File: config.mk
export PLATFORM = sky130hd
export DESIGN_NAME = acb_channel_buffer_control
export DESIGN_NICKNAME = d
export VERILOG_FILES = /design/src/rtl/acb_pkg.sv /design/src/rtl/acb_channel_buffer_control.sv
export VERILOG_INCLUDE_DIRS = /design/src /design/src/rtl
export SDC_FILE = /design/constraint.sdc
export NUM_CORES = 1
export LEC_CHECK = 0
export ABC_AREA = 1
export BUFFER_PORTS_ARGS = -buffer_cell sky130_fd_sc_hd__clkbuf_2
export CORE_MARGIN = 2
export CORE_UTILIZATION = 62
export CTS_BUF_LIST = sky130_fd_sc_hd__clkbuf_2 sky130_fd_sc_hd__clkbuf_4 sky130_fd_sc_hd__clkbuf_8
export CTS_CLUSTER_DIAMETER = 150
export DETAILED_ROUTE_END_ITERATION = 6
export GPL_TIMING_DRIVEN = 0
export PLACE_DENSITY = 0.87
export SYNTH_ARGS = -nofsm -noshare
export SYNTH_HDL_FRONTEND = slang
export SYNTH_SLANG_ARGS = --single-unit
File: constraint.sdc
create_clock -name clk -period 6.6 [get_ports clk]
set_clock_uncertainty 0.2 [all_clocks]
set_input_delay 0.33 -clock clk [delete_from_list [all_inputs] [get_ports clk]]
set_output_delay 0.33 -clock clk [all_outputs]
set_load 0.02 [all_outputs]
File: src/rtl/acb_consts.svh
// Purpose: Offsets, field positions, reset values and counts for the channel buffer control
// Assumes: 32-bit Avalon-MM word addressing by byte address
// Notes: Definitions only
`ifndef ACB_CONSTS_SVH
`define ACB_CONSTS_SVH

// ****************************************
// Register byte offsets
// ****************************************
`define ACB_OFF_CTRL2 6'h00
`define ACB_OFF_CTRL3 6'h04
`define ACB_OFF_CTRL4 6'h08
`define ACB_OFF_CHS123 6'h0c
`define ACB_OFF_CHS0 6'h10
`define ACB_OFF_SCAN 6'h14
`define ACB_OFF_PIN_CONFIG_BITS 6'h18
`define ACB_OFF_MODE 6'h1c

// ****************************************
// Write masks (implemented bits)
// ****************************************
`define ACB_MASK_CTRL2 16'h073f
`define ACB_MASK_CTRL3 16'h9fff
`define ACB_MASK_CTRL4 16'h0007
`define ACB_MASK_CHS123 16'h0707
`define ACB_MASK_CHS0 16'h9f9f
`define ACB_MASK_SCAN 16'h1fff
`define ACB_MASK_PIN_CONFIG_BITS 16'h1fff
`define ACB_MASK_MODE 16'h001f
`define ACB_RESET_VAL 16'h0000

// ****************************************
// Field positions
// ****************************************
`define ACB_C2_SCAN_EN 10
`define ACB_C2_CHUSED_HI 9
`define ACB_C2_CHUSED_LO 8
`define ACB_C2_HALF 7
`define ACB_C2_RATE_HI 5
`define ACB_C2_RATE_LO 2
`define ACB_C2_SPLIT 1
`define ACB_C2_ALT 0
`define ACB_C3_RC 15
`define ACB_C3_SAMT_HI 12
`define ACB_C3_SAMT_LO 8
`define ACB_C3_DIV_HI 7
`define ACB_C3_DIV_LO 0
`define ACB_MD_RES 0
`define ACB_MD_TRIG_HI 3
`define ACB_MD_TRIG_LO 1
`define ACB_MD_DISABLE 4

// ****************************************
// Codes and counts
// ****************************************
`define ACB_TRIG_AUTO 3'h7
`define ACB_DIV_MAX 8'h3f
`define ACB_HALF_UPPER 4'h8
`define ACB_HALF_LOWER 4'h0
`define ACB_NUM_INPUTS 13
`define ACB_POS_MAX 5'h0c

`endif

File: src/rtl/acb_pkg.sv
// Purpose: Types shared by the channel buffer control
// Assumes: Constants come from acb_consts.svh
// Notes: Types only
package acb_pkg;

   // ****************************************
   // Multiplexer selection bundle
   // ****************************************
   typedef struct packed {
      logic [4:0] zero_pos;
      logic zero_pos_vref_neg;
      logic zero_neg;
      logic ch_1_3_pos;
      logic [1:0] ch_1_3_neg;
      logic [1:0] channels_used;
      logic sample_b;
   } acb_sel_t;

   // ****************************************
   // Buffer and timing bundle
   // ****************************************
   typedef struct packed {
      logic [3:0] start_addr;
      logic [7:0] words_per_input;
      logic [4:0] auto_sample_time;
      logic auto_sample_on;
   } acb_buf_t;

endpackage

File: src/rtl/acb_channel_buffer_control.sv
// Purpose: Sequencer control for the converter: muxes, scan, buffer fill, clocking
// Assumes: conv_done comes from converter logic on clk; rc_clock_in is asynchronous
// Notes: Avalon-MM slave, one wait state on every access
//
// Contract
// - Scan enable steps channel 0 Sample A
// - Channels-used picks set; zero in 12-bit
// - Half status shows upper half filling
// - Advance every (rate+1)th conversion
// - Split mode alternates start 0x0/0x8
// - Alternate mode swaps A and B selections
// - Clock source picks RC or system
// - Auto sample time only with code 111
// - Divider gives period (field+1) cycles
// - Buffer words per input are 2^code
// - Channels 1-3 negative select decoding
// - Channels 1-3 positive select decoding
// - Channels 1-3 selects zero in 12-bit
// - Channel 0 positive selects ANn directly
// - Channel 0 negative: AN1 or reference
// - Scan list bit includes its input
// - Missing pin input converts negative reference
// - Pin config bit sets digital, grounds mux
// - Module disable forces all pins digital
// - Resolution bit selects 12 or 10 bit; not output here, only zeroes channels-used and channels 1-3
//
// The register addresses and the Avalon-MM slave port are this design's own decisions.
`timescale 1ns/1ns
`default_nettype none
`include "acb_consts.svh"

module acb_channel_buffer_control
   import acb_pkg::*;
#(
   parameter logic [12:0] PIN_PRESENT = 13'h1fff
)
(
   // Clock and reset
   input wire logic clk,
   input wire logic resetn,
   // Avalon-MM slave
   input wire logic [5:0] address,
   input wire logic read,
   input wire logic write,
   input wire logic [3:0] byteenable,
   input wire logic [31:0] writedata,
   output logic [31:0] readdata,
   output logic waitrequest,
   // Converter side
   input wire logic conv_done,
   input wire logic rc_clock_in,
   output logic conv_clk_tick,
   output acb_sel_t sel,
   output acb_buf_t buf_cfg,
   output logic dma_advance,
   // Pins
   output logic [12:0] pin_digital,
   output logic [12:0] mux_ground
);

   // ****************************************
   // Functions
   // ****************************************
   // Lowest listed input at or above start, wrapping to the lowest one
   function automatic logic [3:0] scan_pick(input logic [12:0] list, input logic [4:0] start);
      logic [3:0] hit;
      logic found;
      hit = 4'h0;
      found = 1'b0;
      for (int i = `ACB_NUM_INPUTS - 1; i >= 0; i--)
      begin
         if (list[i] && (5'(i) >= start))
         begin
            hit = 4'(i);
            found = 1'b1;
         end
      end
      if (!found)
      begin
         for (int i = `ACB_NUM_INPUTS - 1; i >= 0; i--)
         begin
            if (list[i])
            begin
               hit = 4'(i);
            end
         end
      end
      return hit;
   endfunction

   // Byte-lane merge of a 16-bit register
   function automatic logic [15:0] lane_merge(input logic [15:0] old, input logic [31:0] wd,
                                              input logic [3:0] be, input logic [15:0] mask);
      logic [15:0] v;
      v = old;
      if (be[0])
      begin
         v[7:0] = wd[7:0];
      end
      if (be[1])
      begin
         v[15:8] = wd[15:8];
      end
      return v & mask;
   endfunction

   // ****************************************
   // Registers
   // ****************************************
   logic [15:0] ctrl2_reg;
   logic [15:0] ctrl3_reg;
   logic [15:0] ctrl4_reg;
   logic [15:0] chs123_reg;
   logic [15:0] chs0_reg;
   logic [15:0] scan_reg;
   logic [15:0] pin_config_bits_reg;
   logic [15:0] mode_reg;
   logic waitrequest_reg;
   logic [31:0] readdata_reg;
   logic [31:0] readdata_next;
   logic wr_take;

   assign wr_take = write && !waitrequest_reg;

   // Field views
   logic res12;
   logic scan_en;
   logic split_mode;
   logic alt_mode;
   logic [3:0] rate;
   logic [2:0] trig;
   logic mod_off;
   logic half_reg;

   assign res12 = mode_reg[`ACB_MD_RES];
   assign trig = mode_reg[`ACB_MD_TRIG_HI:`ACB_MD_TRIG_LO];
   assign mod_off = mode_reg[`ACB_MD_DISABLE];
   assign scan_en = ctrl2_reg[`ACB_C2_SCAN_EN];
   assign split_mode = ctrl2_reg[`ACB_C2_SPLIT];
   assign alt_mode = ctrl2_reg[`ACB_C2_ALT];
   assign rate = ctrl2_reg[`ACB_C2_RATE_HI:`ACB_C2_RATE_LO];

   // ****************************************
   // Avalon handshake
   // ****************************************
   // One wait state keeps readdata a flop output
   always_ff @(posedge clk or negedge resetn)
   begin
      if (!resetn)
      begin
         waitrequest_reg <= 1'b1;
      end
      else if ((read || write) && waitrequest_reg)
      begin
         waitrequest_reg <= 1'b0;
      end
      else
      begin
         waitrequest_reg <= 1'b1;
      end
   end

   always_comb
   begin
      readdata_next = 32'h0000_0000;
      unique case (address)
         `ACB_OFF_CTRL2:
         begin
            readdata_next[15:0] = ctrl2_reg;
            readdata_next[`ACB_C2_HALF] = half_reg;
            if (res12)
            begin
               readdata_next[`ACB_C2_CHUSED_HI:`ACB_C2_CHUSED_LO] = 2'h0;
            end
         end
         `ACB_OFF_CTRL3: readdata_next[15:0] = ctrl3_reg;
         `ACB_OFF_CTRL4: readdata_next[15:0] = ctrl4_reg;
         `ACB_OFF_CHS123: readdata_next[15:0] = res12 ? 16'h0000 : chs123_reg;
         `ACB_OFF_CHS0: readdata_next[15:0] = chs0_reg;
         `ACB_OFF_SCAN: readdata_next[15:0] = scan_reg;
         `ACB_OFF_PIN_CONFIG_BITS: readdata_next[15:0] = pin_config_bits_reg;
         `ACB_OFF_MODE: readdata_next[15:0] = mode_reg;
         default: readdata_next = 32'h0000_0000;
      endcase
   end

   always_ff @(posedge clk or negedge resetn)
   begin
      if (!resetn)
      begin
         readdata_reg <= 32'h0000_0000;
      end
      else if (read && waitrequest_reg)
      begin
         readdata_reg <= readdata_next;
      end
   end

   // ****************************************
   // Register writes
   // ****************************************
   // Half status bit is not stored here; the mask drops it
   always_ff @(posedge clk or negedge resetn)
   begin
      if (!resetn)
      begin
         ctrl2_reg <= `ACB_RESET_VAL;
         ctrl3_reg <= `ACB_RESET_VAL;
         ctrl4_reg <= `ACB_RESET_VAL;
         chs123_reg <= `ACB_RESET_VAL;
         chs0_reg <= `ACB_RESET_VAL;
         scan_reg <= `ACB_RESET_VAL;
         pin_config_bits_reg <= `ACB_RESET_VAL;
         mode_reg <= `ACB_RESET_VAL;
      end
      else if (wr_take)
      begin
         unique case (address)
            `ACB_OFF_CTRL2: ctrl2_reg <= lane_merge(ctrl2_reg, writedata, byteenable,
                                                    `ACB_MASK_CTRL2);
            `ACB_OFF_CTRL3: ctrl3_reg <= lane_merge(ctrl3_reg, writedata, byteenable,
                                                    `ACB_MASK_CTRL3);
            `ACB_OFF_CTRL4: ctrl4_reg <= lane_merge(ctrl4_reg, writedata, byteenable,
                                                    `ACB_MASK_CTRL4);
            `ACB_OFF_CHS123: chs123_reg <= lane_merge(chs123_reg, writedata, byteenable,
                                                      `ACB_MASK_CHS123);
            `ACB_OFF_CHS0: chs0_reg <= lane_merge(chs0_reg, writedata, byteenable,
                                                  `ACB_MASK_CHS0);
            // All list bits stay writable even without a pin
            `ACB_OFF_SCAN: scan_reg <= lane_merge(scan_reg, writedata, byteenable,
                                                  `ACB_MASK_SCAN);
            `ACB_OFF_PIN_CONFIG_BITS: pin_config_bits_reg <= lane_merge(pin_config_bits_reg, writedata, byteenable,
                                                  `ACB_MASK_PIN_CONFIG_BITS);
            `ACB_OFF_MODE: mode_reg <= lane_merge(mode_reg, writedata, byteenable,
                                                  `ACB_MASK_MODE);
            default: ;
         endcase
      end
   end

   // ****************************************
   // Sample alternation and scan
   // ****************************************
   logic sample_b_reg;
   logic [3:0] scan_idx_reg;
   logic [3:0] scan_cur;

   assign scan_cur = scan_pick(scan_reg[12:0], {1'b0, scan_idx_reg});

   always_ff @(posedge clk or negedge resetn)
   begin
      if (!resetn)
      begin
         sample_b_reg <= 1'b0;
      end
      else if (!alt_mode)
      begin
         sample_b_reg <= 1'b0;
      end
      else if (conv_done)
      begin
         sample_b_reg <= !sample_b_reg;
      end
   end

   // Advance only after a Sample A conversion
   always_ff @(posedge clk or negedge resetn)
   begin
      if (!resetn)
      begin
         scan_idx_reg <= 4'h0;
      end
      else if (!scan_en)
      begin
         scan_idx_reg <= 4'h0;
      end
      else if (conv_done && !sample_b_reg)
      begin
         scan_idx_reg <= scan_pick(scan_reg[12:0], 5'(scan_cur) + 5'h01);
      end
   end

   // ****************************************
   // Increment rate and buffer half
   // ****************************************
   logic [3:0] rate_cnt_reg;
   logic dma_advance_reg;

   always_ff @(posedge clk or negedge resetn)
   begin
      if (!resetn)
      begin
         rate_cnt_reg <= 4'h0;
         dma_advance_reg <= 1'b0;
      end
      else if (conv_done && (rate_cnt_reg >= rate))
      begin
         rate_cnt_reg <= 4'h0;
         dma_advance_reg <= 1'b1;
      end
      else if (conv_done)
      begin
         rate_cnt_reg <= rate_cnt_reg + 4'h1;
         dma_advance_reg <= 1'b0;
      end
      else
      begin
         dma_advance_reg <= 1'b0;
      end
   end

   always_ff @(posedge clk or negedge resetn)
   begin
      if (!resetn)
      begin
         half_reg <= 1'b0;
      end
      else if (!split_mode)
      begin
         half_reg <= 1'b0;
      end
      else if (conv_done && (rate_cnt_reg >= rate))
      begin
         half_reg <= !half_reg;
      end
   end

   // ****************************************
   // Conversion clock
   // ****************************************
   logic rc_s1_reg;
   logic rc_s2_reg;
   logic rc_s3_reg;
   logic [7:0] div_cnt_reg;
   logic [7:0] div_eff;
   logic tick_reg;

   // Reserved divider codes clamp to the longest legal period
   assign div_eff = (ctrl3_reg[`ACB_C3_DIV_HI:`ACB_C3_DIV_LO] > `ACB_DIV_MAX) ?
                    `ACB_DIV_MAX : ctrl3_reg[`ACB_C3_DIV_HI:`ACB_C3_DIV_LO];

   always_ff @(posedge clk or negedge resetn)
   begin
      if (!resetn)
      begin
         rc_s1_reg <= 1'b0;
         rc_s2_reg <= 1'b0;
         rc_s3_reg <= 1'b0;
      end
      else
      begin
         rc_s1_reg <= rc_clock_in;
         rc_s2_reg <= rc_s1_reg;
         rc_s3_reg <= rc_s2_reg;
      end
   end

   always_ff @(posedge clk or negedge resetn)
   begin
      if (!resetn)
      begin
         div_cnt_reg <= 8'h00;
         tick_reg <= 1'b0;
      end
      else if (mod_off)
      begin
         div_cnt_reg <= 8'h00;
         tick_reg <= 1'b0;
      end
      else if (ctrl3_reg[`ACB_C3_RC])
      begin
         div_cnt_reg <= 8'h00;
         tick_reg <= rc_s2_reg && !rc_s3_reg;
      end
      else if (div_cnt_reg >= div_eff)
      begin
         div_cnt_reg <= 8'h00;
         tick_reg <= 1'b1;
      end
      else
      begin
         div_cnt_reg <= div_cnt_reg + 8'h01;
         tick_reg <= 1'b0;
      end
   end

   // ****************************************
   // Selection outputs
   // ****************************************
   acb_sel_t sel_reg;
   acb_sel_t sel_next;
   acb_buf_t buf_reg;
   acb_buf_t buf_next;
   logic [12:0] pin_digital_reg;
   logic [12:0] mux_ground_reg;

   always_comb
   begin
      sel_next = '0;
      sel_next.sample_b = sample_b_reg;
      if (sample_b_reg)
      begin
         sel_next.zero_pos = chs0_reg[12:8];
         sel_next.zero_neg = chs0_reg[15];
         sel_next.ch_1_3_pos = chs123_reg[8];
         sel_next.ch_1_3_neg = chs123_reg[10:9];
      end
      else
      begin
         sel_next.zero_pos = scan_en ? 5'(scan_cur) : chs0_reg[4:0];
         sel_next.zero_neg = chs0_reg[7];
         sel_next.ch_1_3_pos = chs123_reg[0];
         sel_next.ch_1_3_neg = chs123_reg[2:1];
      end
      // Codes above the last input or without a pin take the reference
      sel_next.zero_pos_vref_neg = (sel_next.zero_pos > `ACB_POS_MAX) ||
                                   !PIN_PRESENT[sel_next.zero_pos[3:0]];
      sel_next.channels_used = ctrl2_reg[`ACB_C2_CHUSED_HI:`ACB_C2_CHUSED_LO];
      if (res12)
      begin
         sel_next.channels_used = 2'h0;
         sel_next.ch_1_3_pos = 1'b0;
         sel_next.ch_1_3_neg = 2'h0;
      end
   end

   always_comb
   begin
      buf_next = '0;
      buf_next.start_addr = half_reg ? `ACB_HALF_UPPER : `ACB_HALF_LOWER;
      buf_next.words_per_input = 8'h01 << ctrl4_reg[2:0];
      buf_next.auto_sample_on = (trig == `ACB_TRIG_AUTO);
      buf_next.auto_sample_time = buf_next.auto_sample_on ?
                                  ctrl3_reg[`ACB_C3_SAMT_HI:`ACB_C3_SAMT_LO] : 5'h00;
   end

   always_ff @(posedge clk or negedge resetn)
   begin
      if (!resetn)
      begin
         sel_reg <= '0;
         buf_reg <= '0;
      end
      else
      begin
         sel_reg <= sel_next;
         buf_reg <= buf_next;
      end
   end

   // A disabled module hands every pin back to the port logic
   always_ff @(posedge clk or negedge resetn)
   begin
      if (!resetn)
      begin
         pin_digital_reg <= 13'h0000;
         mux_ground_reg <= 13'h0000;
      end
      else if (mod_off)
      begin
         pin_digital_reg <= 13'h1fff;
         mux_ground_reg <= 13'h0000;
      end
      else
      begin
         pin_digital_reg <= pin_config_bits_reg[12:0];
         mux_ground_reg <= pin_config_bits_reg[12:0];
      end
   end

   // ****************************************
   // Output drive
   // ****************************************
   assign readdata = readdata_reg;
   assign waitrequest = waitrequest_reg;
   assign conv_clk_tick = tick_reg;
   assign sel = sel_reg;
   assign buf_cfg = buf_reg;
   assign dma_advance = dma_advance_reg;
   assign pin_digital = pin_digital_reg;
   assign mux_ground = mux_ground_reg;

endmodule

`default_nettype wire

# After elaboration in Yosys (flattened, before gate mapping)
# Memory sizes are Yosys's and may differ from the RTL's.
# Cells that the tools add are included.
[op_classes]
eq_ne = 11
mux = 111
n_shift = 1
reduce_logical = 55
magnitude_cmp = 31
addsub = 3
[op_table]
columns = ["cell", "n"]
rows = [
  ["4-bit 2-to-1 mux", 60],
  ["16-bit one-hot mux with 8 select lines", 1],
  ["3-bit AND reduction", 14],
  ["1-bit 2-to-1 mux", 38],
  ["1-bit logical AND", 32],
  ["8-bit 2-to-1 mux", 4],
  ["13-bit 2-to-1 mux", 2],
  ["4-bit by 5-bit >= comparator with 1-bit output, first input constant", 5],
  ["6-bit by 5-bit equality test with 1-bit output, second input constant", 4],
  ["3-bit by 5-bit >= comparator with 1-bit output, first input constant", 4],
  ["4-bit >= comparator, first input constant", 5],
  ["5-bit 2-to-1 mux", 4],
  ["3-bit by 4-bit >= comparator with 1-bit output, first input constant", 4],
  ["6-bit by 4-bit equality test with 1-bit output, second input constant", 2],
  ["11-bit 2-to-1 mux", 1],
  ["1-bit by 5-bit >= comparator with 1-bit output, first input constant", 2],
  ["2-bit by 5-bit >= comparator with 1-bit output, first input constant", 2],
  ["8-bit by 1-bit adder with 8-bit output, second input constant", 1],
  ["1-bit by 4-bit >= comparator with 1-bit output, first input constant", 2],
  ["2-bit by 4-bit >= comparator with 1-bit output, first input constant", 2],
  ["8-bit >= comparator", 1],
  ["8-bit by 6-bit greater-than comparator with 1-bit output, second input constant", 1],
  ["1-bit by 3-bit << shifter with 8-bit output, first input constant", 1],
  ["6-bit by 3-bit equality test with 1-bit output, second input constant", 1],
  ["other kinds (13)", 19],
]
[totals]
rom_bits = 16
inputBits = 48
elab_cells = 252
ff_bits = 172
out_inout_bits = 92
memories = 1
[memory_table]
columns = ["memory", "depth", "width", "rd", "rd_ports_with_merged_regs", "write_ports", "line", "text"]
rows = [
  ["(name not given)", 16, 1, 1, 0, 0, "acb_channel_buffer_control.sv:417", "!PIN_PRESENT[sel_next.zero_pos[3:0]];"],
]

# Longest topological paths before layout
# Gate-level depths: netlist of run 1.
[logic_depth]
depth_word = 61
depth_mapped = 48

# Least setup slack after synthesis of run 1
# Ideal clock, no wire load.
[synth_path]
path_kind = "reg2reg"
startpoint = "reg scan_reg[6]"
endpoint = "reg scan_idx_reg[2]"
path_stages_with_launch = 34
t_arrival_ps = 3250
period_less_slack_ps = 3526
setup_time_ps = 76
t_required_ps = 6324
n_path_buf = 0
slack_ps = 3074
cell_sequence = "dfrtp_1 inv_1 nor2_1 o21ai_1 inv_1 a21oi_1 nand2_1 nand2_1 a21oi_1 nand2_1 nand3_1 nand3_1 nand3_1 nand3_1 nand3_1 a31oi_1 inv_1 ha_1 nand3_1 nand2_1 nand3_1 nand2_4 nor2_2 nand2_1 nand2_1 inv_1 or2_4 clkinv_4 nand4_4 nor2_4 inv_2 o21ai_2 nand2_1 o21ai_1"
[synth_between]
elab_chain_cells = 54
elab_cells_between_ends = 100
classes_between = "add/sub: 1; order compare: 13; mux: 72; reduce/logical: 14"
[synth_rtl]
columns = ["element", "line", "text"]
rows = [
  ["start: declaration", "acb_channel_buffer_control.sv:115", "logic [15:0] scan_reg;"],
  ["start signal: assignment", "acb_channel_buffer_control.sv:212", "scan_reg <= `ACB_RESET_VAL;"],
  ["start signal: assignment", "acb_channel_buffer_control.sv:230", "`ACB_OFF_SCAN: scan_reg <= lane_merge(scan_reg, writedata, byteenable,"],
  ["1-bit logical AND", "acb_channel_buffer_control.sv:72", "if (list[i] && (5'(i) >= start))"],
  ["4-bit 2-to-1 mux (7 in series)", "acb_channel_buffer_control.sv:72", ""],
  ["4-bit 2-to-1 mux (13 in series)", "acb_channel_buffer_control.sv:82", "if (list[i])"],
  ["4-bit 2-to-1 mux", "acb_channel_buffer_control.sv:78", "if (!found)"],
  ["4-bit by 1-bit adder with 5-bit output", "acb_channel_buffer_control.sv:279", "scan_idx_reg <= scan_pick(scan_reg[12:0], 5'(scan_cur) + 5'h01);"],
  ["4-bit by 5-bit >= comparator with 1-bit output", "acb_channel_buffer_control.sv:72", ""],
  ["1-bit logical AND", "acb_channel_buffer_control.sv:72", ""],
  ["4-bit 2-to-1 mux (13 in series)", "acb_channel_buffer_control.sv:72", ""],
  ["4-bit 2-to-1 mux (13 in series)", "acb_channel_buffer_control.sv:82", ""],
  ["4-bit 2-to-1 mux (*)", "acb_channel_buffer_control.sv:78", ""],
  ["4-bit 2-to-1 mux (*)", "acb_channel_buffer_control.sv:277", "else if (conv_done && !sample_b_reg)"],
  ["4-bit 2-to-1 mux (*)", "acb_channel_buffer_control.sv:273", "else if (!scan_en)"],
  ["end signal: assignment", "acb_channel_buffer_control.sv:279", ""],
  ["end: declaration", "acb_channel_buffer_control.sv:245", "logic [3:0] scan_idx_reg;"],
]
# Mark *: on every way between the ends. The rest lies on a longest branch, timed or not. The select of a mux whose other input is x is not followed.
# A chain may end at the register's enable or synchronous reset.

# Worst setup path after layout of run 1
# Same ends and word-level chain as after synthesis.

==> reports/qor.yml, run 1 <==
run_status:
  outcome: "complete, no violations"
global_route:
  antenna_found_initial: 0
  gr-total-overflow: 0
  grt_usage: 0.310
  grt_pass1_wl_um: 31500
  grt_pass1_vias: 6401
  grt_max_degree: 118
timing:
  fin_crit_ns: 4.30
  finalHoldViolations: 0
  rsz0062_at_grt: "no"
  tightest_slew_ns: 1.14
  fmax_ghz: 0.233
  finalSetupViolations: 0
  slew_headroom: 0.237
  slew_violations: 0
  fin_setup_tns_ns: 0
  finalCritPeriodShare: 0.651
routing:
  avgViaCountPerCell: 5.49
  routed_wl_um: 19700
  detail_route.wl_per_cell_um: 15.7
  dr.pass1.iters: 7
  ant_nets: 0
  drc: 0
  vias: 6873
  first_iter_violations: 760
power_and_ir_drop:
  power.density_nw_per_um2: 258
  power_mw: 2.33
  p_leak_nw: 4.79
  vdd_drop_max_mv: 0.241
synth:
  ys_seq_area_frac: 0.535
  yosys.area.top_type: "dfrtp_1"
  synthDistinctLibCells: 45
  yosysWarningCount: 0
  synth_flop_cell: "dfrtp_1"
  ys_seq_elements: 167
  synth_edf_count: 0
  avgSynthCellArea_um2: 8.42
  async_flop_share: 1.00
  yosys-top-cells-area: "dfrtp_1 53%, nand2_1 11%, o21ai_0 6.6%, inv_1 6.3%, nor2_1 3.7%"
  synth_top_area_frac: 0.532
  synth_area_um2: 7810
  synthCells: 927
clocking:
  cts.path.max_buffers: 2
  cts_tree: "built"
  ctsHtreeMaxLevel: 4
  holdBufCountCts: 5
  cts_buffers: 17
  post_cts_buffers: 0
  clock_sinks: 167
  insertion_delay_ns: 0.47
  cts.repair.resized: 0
  ctsRootBufferMaster: "clkbuf_8"
  cts.clk_slew.worst_paths_ns: 0.08
layout:
  area_delta_synth_final_pct: 15.6
  diodes: 0
  final_layout_size_suffix_gt1_frac: 0.157
  nets: 1135
  largest_reg_flops: 15
hold_path:
  hold_end: "chs0_reg[9]"
  hold_depth: 3
  min_from: "writedata[9]"
  holdCritPathClass: "in -> reg"
floorplan:
  die_w_um: 116
  die_area_um2: 13500
  fp.dieH_um: 116
  start_util: 0.642
  row_count: 40
  pin_count: 140
  core_area_um2: 12200
setup_path:
  crit_path_top_delay_cell: "dfrtp_1"
  ff2ff_setup_slack_ns: 2.30
  critPathKind: "reg -> reg"
  cp-start-kind: "flip-flop"
  slowest_delay_ns: 0.44
  cp_max_fo: 5
  reg2reg_from: "scan_reg[6]"
  end_kind: "flip-flop"
  r2r-end: "scan_idx_reg[2]"
  rr_worst_depth: 33
  cp.required_ns: 6.79
  worstPathArrival_ns: 4.49
placed_design:
  gp_congestion: 0.914
  hpwl_um: 14800
  io_buffer_count: 97
run:
  cap_violations: 0
critical path, delay by kind of cell, from the launching register on:
family / cells / cell delay (ns)
flip-flops: 1 / 0.44
adder cells (fa/ha/maj): 1 / 0.23
buffers and inverters: 6 / 0.49
AND/OR/NAND/NOR: 20 / 1.94
AO/OA/AOI/OAI: 6 / 0.91
report_power, final:
part	switching, mW	internal, mW
combinational	0.346	0.179
clock	0.358	0.305
sequential	0.0532	1.09
worst max-delay path by stage:
| stage | cells past startpoint | end | slack (ns) | from |
|---|---|---|---|---|
| after detailed placement | 33 | scan_idx_reg[2] | 2.42 | scan_reg[6] |
| after floorplan | 33 | scan_idx_reg[2] | 3.07 | scan_reg[6] |
| final | 33 | scan_idx_reg[2] | 2.30 | scan_reg[6] |
| after CTS | 33 | scan_idx_reg[2] | 2.36 | scan_reg[6] |
| after global routing | 32 | scan_idx_reg[2] | 1.91 | scan_idx_reg[3] |
| after global placement | 1 | readdata[3] | 2.22 | resetn |
layout by cell type, fill, tap and decap left out, drive strengths merged, types with 2 or more instances in the layout:
master / netlist / layout
clkinvlp: 0 / 2
o21a: 3 / 3
nand2: 243 / 243
a31oi: 2 / 2
conb: 2 / 23
a22oi: 9 / 9
o21ai: 110 / 110
nor3: 16 / 16
o2111ai: 4 / 4
nor2: 79 / 79
buf: 21 / 22
clkinv: 2 / 8
dlygate4sd3: 0 / 5
a32oi: 2 / 2
ha: 17 / 17
o221ai: 2 / 2
a21oi: 22 / 22
dfrtp: 166 / 166
or2: 3 / 3
xor2: 3 / 3
o22ai: 9 / 9
nor3b: 3 / 3
clkbuf: 17 / 138
a221oi: 9 / 9
nand3: 31 / 31
nor4: 3 / 3
inv: 134 / 134
nand4: 3 / 3
o211ai: 5 / 5
layer usage:
metal  vias up  wire length [µm]  track usage
met2       371              9350        0.491
met3        52              1850       0.0825
met1      3224              7950        0.411
met5         -                 0            0
met4         0               530        0.125
li1       3226                 -            -
logic make-up (layout without fill, tap and decap cells):
kind of cell	after synthesis	count (layout)	share of synthesized area
AO/OA/AOI/OAI	181	181	0.133
AND/OR/NAND/NOR	382	382	0.204
adder cells (fa/ha/maj)	17	17	0.0272
other	2	23	0.000962
buffers and inverters	174	309	0.0944
XOR/XNOR	4	4	0.00449
flip-flops	167	167	0.535
layout make-up:
type,count,area (µm²)
buffer,38,221
clock buffer,24,305
clock inverter,8,52.6
fill,901,3140
inverter,136,515
multi-input combinational,607,2970
sequential,167,4180
tap,168,210
timing repair buffer,103,572
synthesized netlist by cell type (2+ instances only):
cell       number
a21oi_1        22
or2_2           2
a32oi_1         2
o221ai_1        2
o21a_1          3
xor2_1          3
o21ai_1         6
clkbuf_1       17
nand3_1        30
nand2_4         3
nor2_2          2
a31oi_1         2
nand4_1         2
nor4_1          3
o21ai_0       103
a22oi_1         9
dfrtp_1       166
buf_4          21
a221oi_1        9
o2111ai_1       4
nor2_1         76
nor3_1         16
nand2_1       237
inv_1         132
o211ai_1        5
o22ai_1         9
nor3b_1         3
conb_1          2
nand2_2         3
ha_1           17
inv_2           2
per-stage QoR:
step	instance area [µm²]	setup slack, ns	utilization	std cells	hold slack [ns]
after floorplan	7890	3.07	-	948	-0.166
after global placement	8580	2.22	0.706	1213	0.136
after detailed placement	8620	2.42	0.709	1214	0.0960
after CTS	9030	2.36	0.742	1251	0.0111
after global routing	9030	1.91	0.742	1251	0.0339
final	9030	2.30	0.742	1251	0.0209
(Power assumes the default switching activity.)
==> inputs of run 2 (changes only) <==
- CORE_UTILIZATION: 62 -> 58
- PLACE_DENSITY: 0.87 -> 0.82
- clock period: 6.6 -> 4.3 ns (I/O delays scaled with it)
==> reports/qor.yml, run 2 (synthesis results as in run 1) <==
run_status:
  outcome: "complete, no violations"  # unchanged
power_and_ir_drop:
  vdd_drop_max_mv: 0.256  # was 0.241 mV
  p_leak_nw: 4.92  # was 4.79 nW
  power.density_nw_per_um2: 410  # was 258 nW/µm²
clocking:
  cts.clk_slew.worst_paths_ns: 0.09  # was 0.08 ns
  ctsRootBufferMaster: "clkbuf_8"  # unchanged
  insertion_delay_ns: 0.47  # about the same
  ctsHtreeMaxLevel: 4  # unchanged
  clock_sinks: 167  # unchanged
  cts.path.max_buffers: 2  # unchanged
  cts_tree: "built"  # unchanged
  cts_buffers: 17  # unchanged
global_route:
  gr-total-overflow: 0  # unchanged
  grt_usage: 0.296  # was 0.310
  grt_max_degree: 92  # was 118
  grt_pass1_vias: 6453  # was 6401
  grt_pass1_wl_um: 32600  # was 31500 µm
  antenna_found_initial: 0  # unchanged
floorplan:
  row_count: 42  # was 40
  fp.dieH_um: 120  # was 116 µm
  die_w_um: 120  # was 116 µm
  die_area_um2: 14400  # was 13500 µm²
  start_util: 0.592  # was 0.642
  pin_count: 140  # unchanged
  core_area_um2: 13200  # was 12200 µm²
routing:
  ant_nets: 0  # unchanged
  routed_wl_um: 20700  # was 19700 µm
  avgViaCountPerCell: 5.44  # was 5.49
  top_layer: "met4"  # unchanged
  wl_met2_um: 9670  # was 9350 µm
  vias: 6958  # was 6873
  wl_met1_um: 8490  # was 7950 µm
  dr_wl_met3_um: 1880  # was 1850 µm
  drc: 0  # unchanged
  first_iter_violations: 699  # was 760
  detail_route.wl_per_cell_um: 16.2  # was 15.7 µm
  dr.pass1.iters: 7  # unchanged
setup_path:
  cp_max_fo: 5  # unchanged
  crit_path_top_delay_cell: "dfrtp_1"  # unchanged
  cp.required_ns: 4.44  # was 6.79 ns
  cp-start-kind: "flip-flop"  # unchanged
  slowest_delay_ns: 0.42  # was 0.44 ns
  critPathKind: "reg -> reg"  # unchanged
  worstPathArrival_ns: 4.17  # was 4.49 ns
  end_kind: "flip-flop"  # unchanged
timing:
  fin_crit_ns: 4.03  # was 4.30 ns
  rsz0062_at_grt: "yes"  # was no
  holdWs_ns: 0.0545  # was 0.0209 ns
  slew_headroom: 0.211  # was 0.237
  finalCritPeriodShare: 0.937  # was 0.651
  finalSetupViolations: 0  # unchanged
  slew_violations: 0  # unchanged
  fmax_ghz: 0.248  # was 0.233 GHz
  tightest_slew_ns: 1.17  # was 1.14 ns
  setup_slack_ns: 0.269  # was 2.30 ns
  finalHoldViolations: 0  # unchanged
layout:
  most-common-layout-cells: "235 x nand2_1, 161 x dfrtp_1, 129 x inv_1"  # was 237 x nand2_1, 166 x dfrtp_1, 132 x inv_1
  final-seq-area_um2: 4190  # was 4180 µm²
  final_cell_area_um2: 9400  # was 9030 µm²
  final_common_cell: "nand2_1"  # unchanged
  nFillCells: 981  # was 901
  fin_util: 0.713  # was 0.742
  largest_reg_flops: 15  # unchanged
  area_delta_synth_final_pct: 20.4  # was 15.6%
  diodes: 0  # unchanged
  multi_input_area_um2: 3050  # was 2970 µm²
  nets: 1156  # was 1135
  final_layout_size_suffix_gt1_frac: 0.180  # was 0.157
placed_design:
  place_ws_ns: 0.0694  # was 2.42 ns
  hpwl_um: 14900  # was 14800 µm
  gp_congestion: 0.892  # was 0.914
  post_dp_cell_area_um2: 8630  # was 8620 µm²
  io_buffer_count: 97  # unchanged
run:
  cap_violations: 0  # unchanged
hold_path:
  holdCritPathClass: "in -> reg"  # unchanged
[run 2: final timing paths]
| kind | startpoint | to | slack [ns] | depth (start not counted) |
|---|---|---|---|---|
| hold reg to reg | rc_s1_reg | rc_s2_reg | 0.15 | 0 |
| min in group asynchronous | resetn | pin_digital[10] | 0.12 | 2 |
| setup / recovery | scan_reg[8] | scan_idx_reg[1] | 0.27 | 32 |
| setup reg to reg | scan_reg[8] | scan_idx_reg[1] | 0.27 | 32 |
| hold / removal | address[2] | ctrl4_reg[1] | 0.05 | 4 |
| max in group asynchronous | resetn | scan_idx_reg[3] | 2.92 | 3 |
[run 2: layer usage]
metal,global-route usage,vias up
li1,-,3269
met1,0.394,3252
met2,0.461,369
met3,0.0751,68
met4,0.132,0
met5,0,-
[run 2: timing repair]
| action | CTS | global route |
|---|---|---|
| setup endpoints to repair | 0 | 4 |
| gates resized for setup | 0 | 28 |
| hold buffers | 19 | 0 |
| setup buffers | 0 | 7 |
| hold endpoints to repair | 134 | 0 |
[run 2: power by group]
group	total (mW)	leakage (nW)	switching, mW	internal [mW]
registers	1.75	2.28	0.0815	1.67
logic	0.885	2.42	0.568	0.317
clock network	1.22	0.221	0.570	0.646
[run 2: final cells by class]
cell class,instances,area share
Buffer,38,0.0236
Clock buffer,22,0.0315
Clock inverter,9,0.0149
Inverter,136,0.0548
Multi-Input combinational cell,607,0.325
Sequential cell,167,0.445
Tap cell,176,0.0234
Timing Repair Buffer,124,0.0813
[run 2: worst max-delay path, delay by kind of cell (launching register included)]
family                   cells  cell delay, ns
AO/OA/AOI/OAI                7            0.83
adder cells (fa/ha/maj)      1            0.16
buffers and inverters        5            0.51
flip-flops                   1            0.42
AND/OR/NAND/NOR             19            1.81
[run 2: metrics by stage]
stage / instances / setup TNS, ns / total power, mW
2_1_floorplan: 948 / 0 / 2.33
3_3_place_gp: 1221 / -0.952 / 2.54
3_5_place_dp: 1222 / 0 / 2.57
4_1_cts: 1272 / 0 / 3.78
5_1_grt: 1279 / -0.310 / 4.04
6_report: 1279 / 0 / 3.86
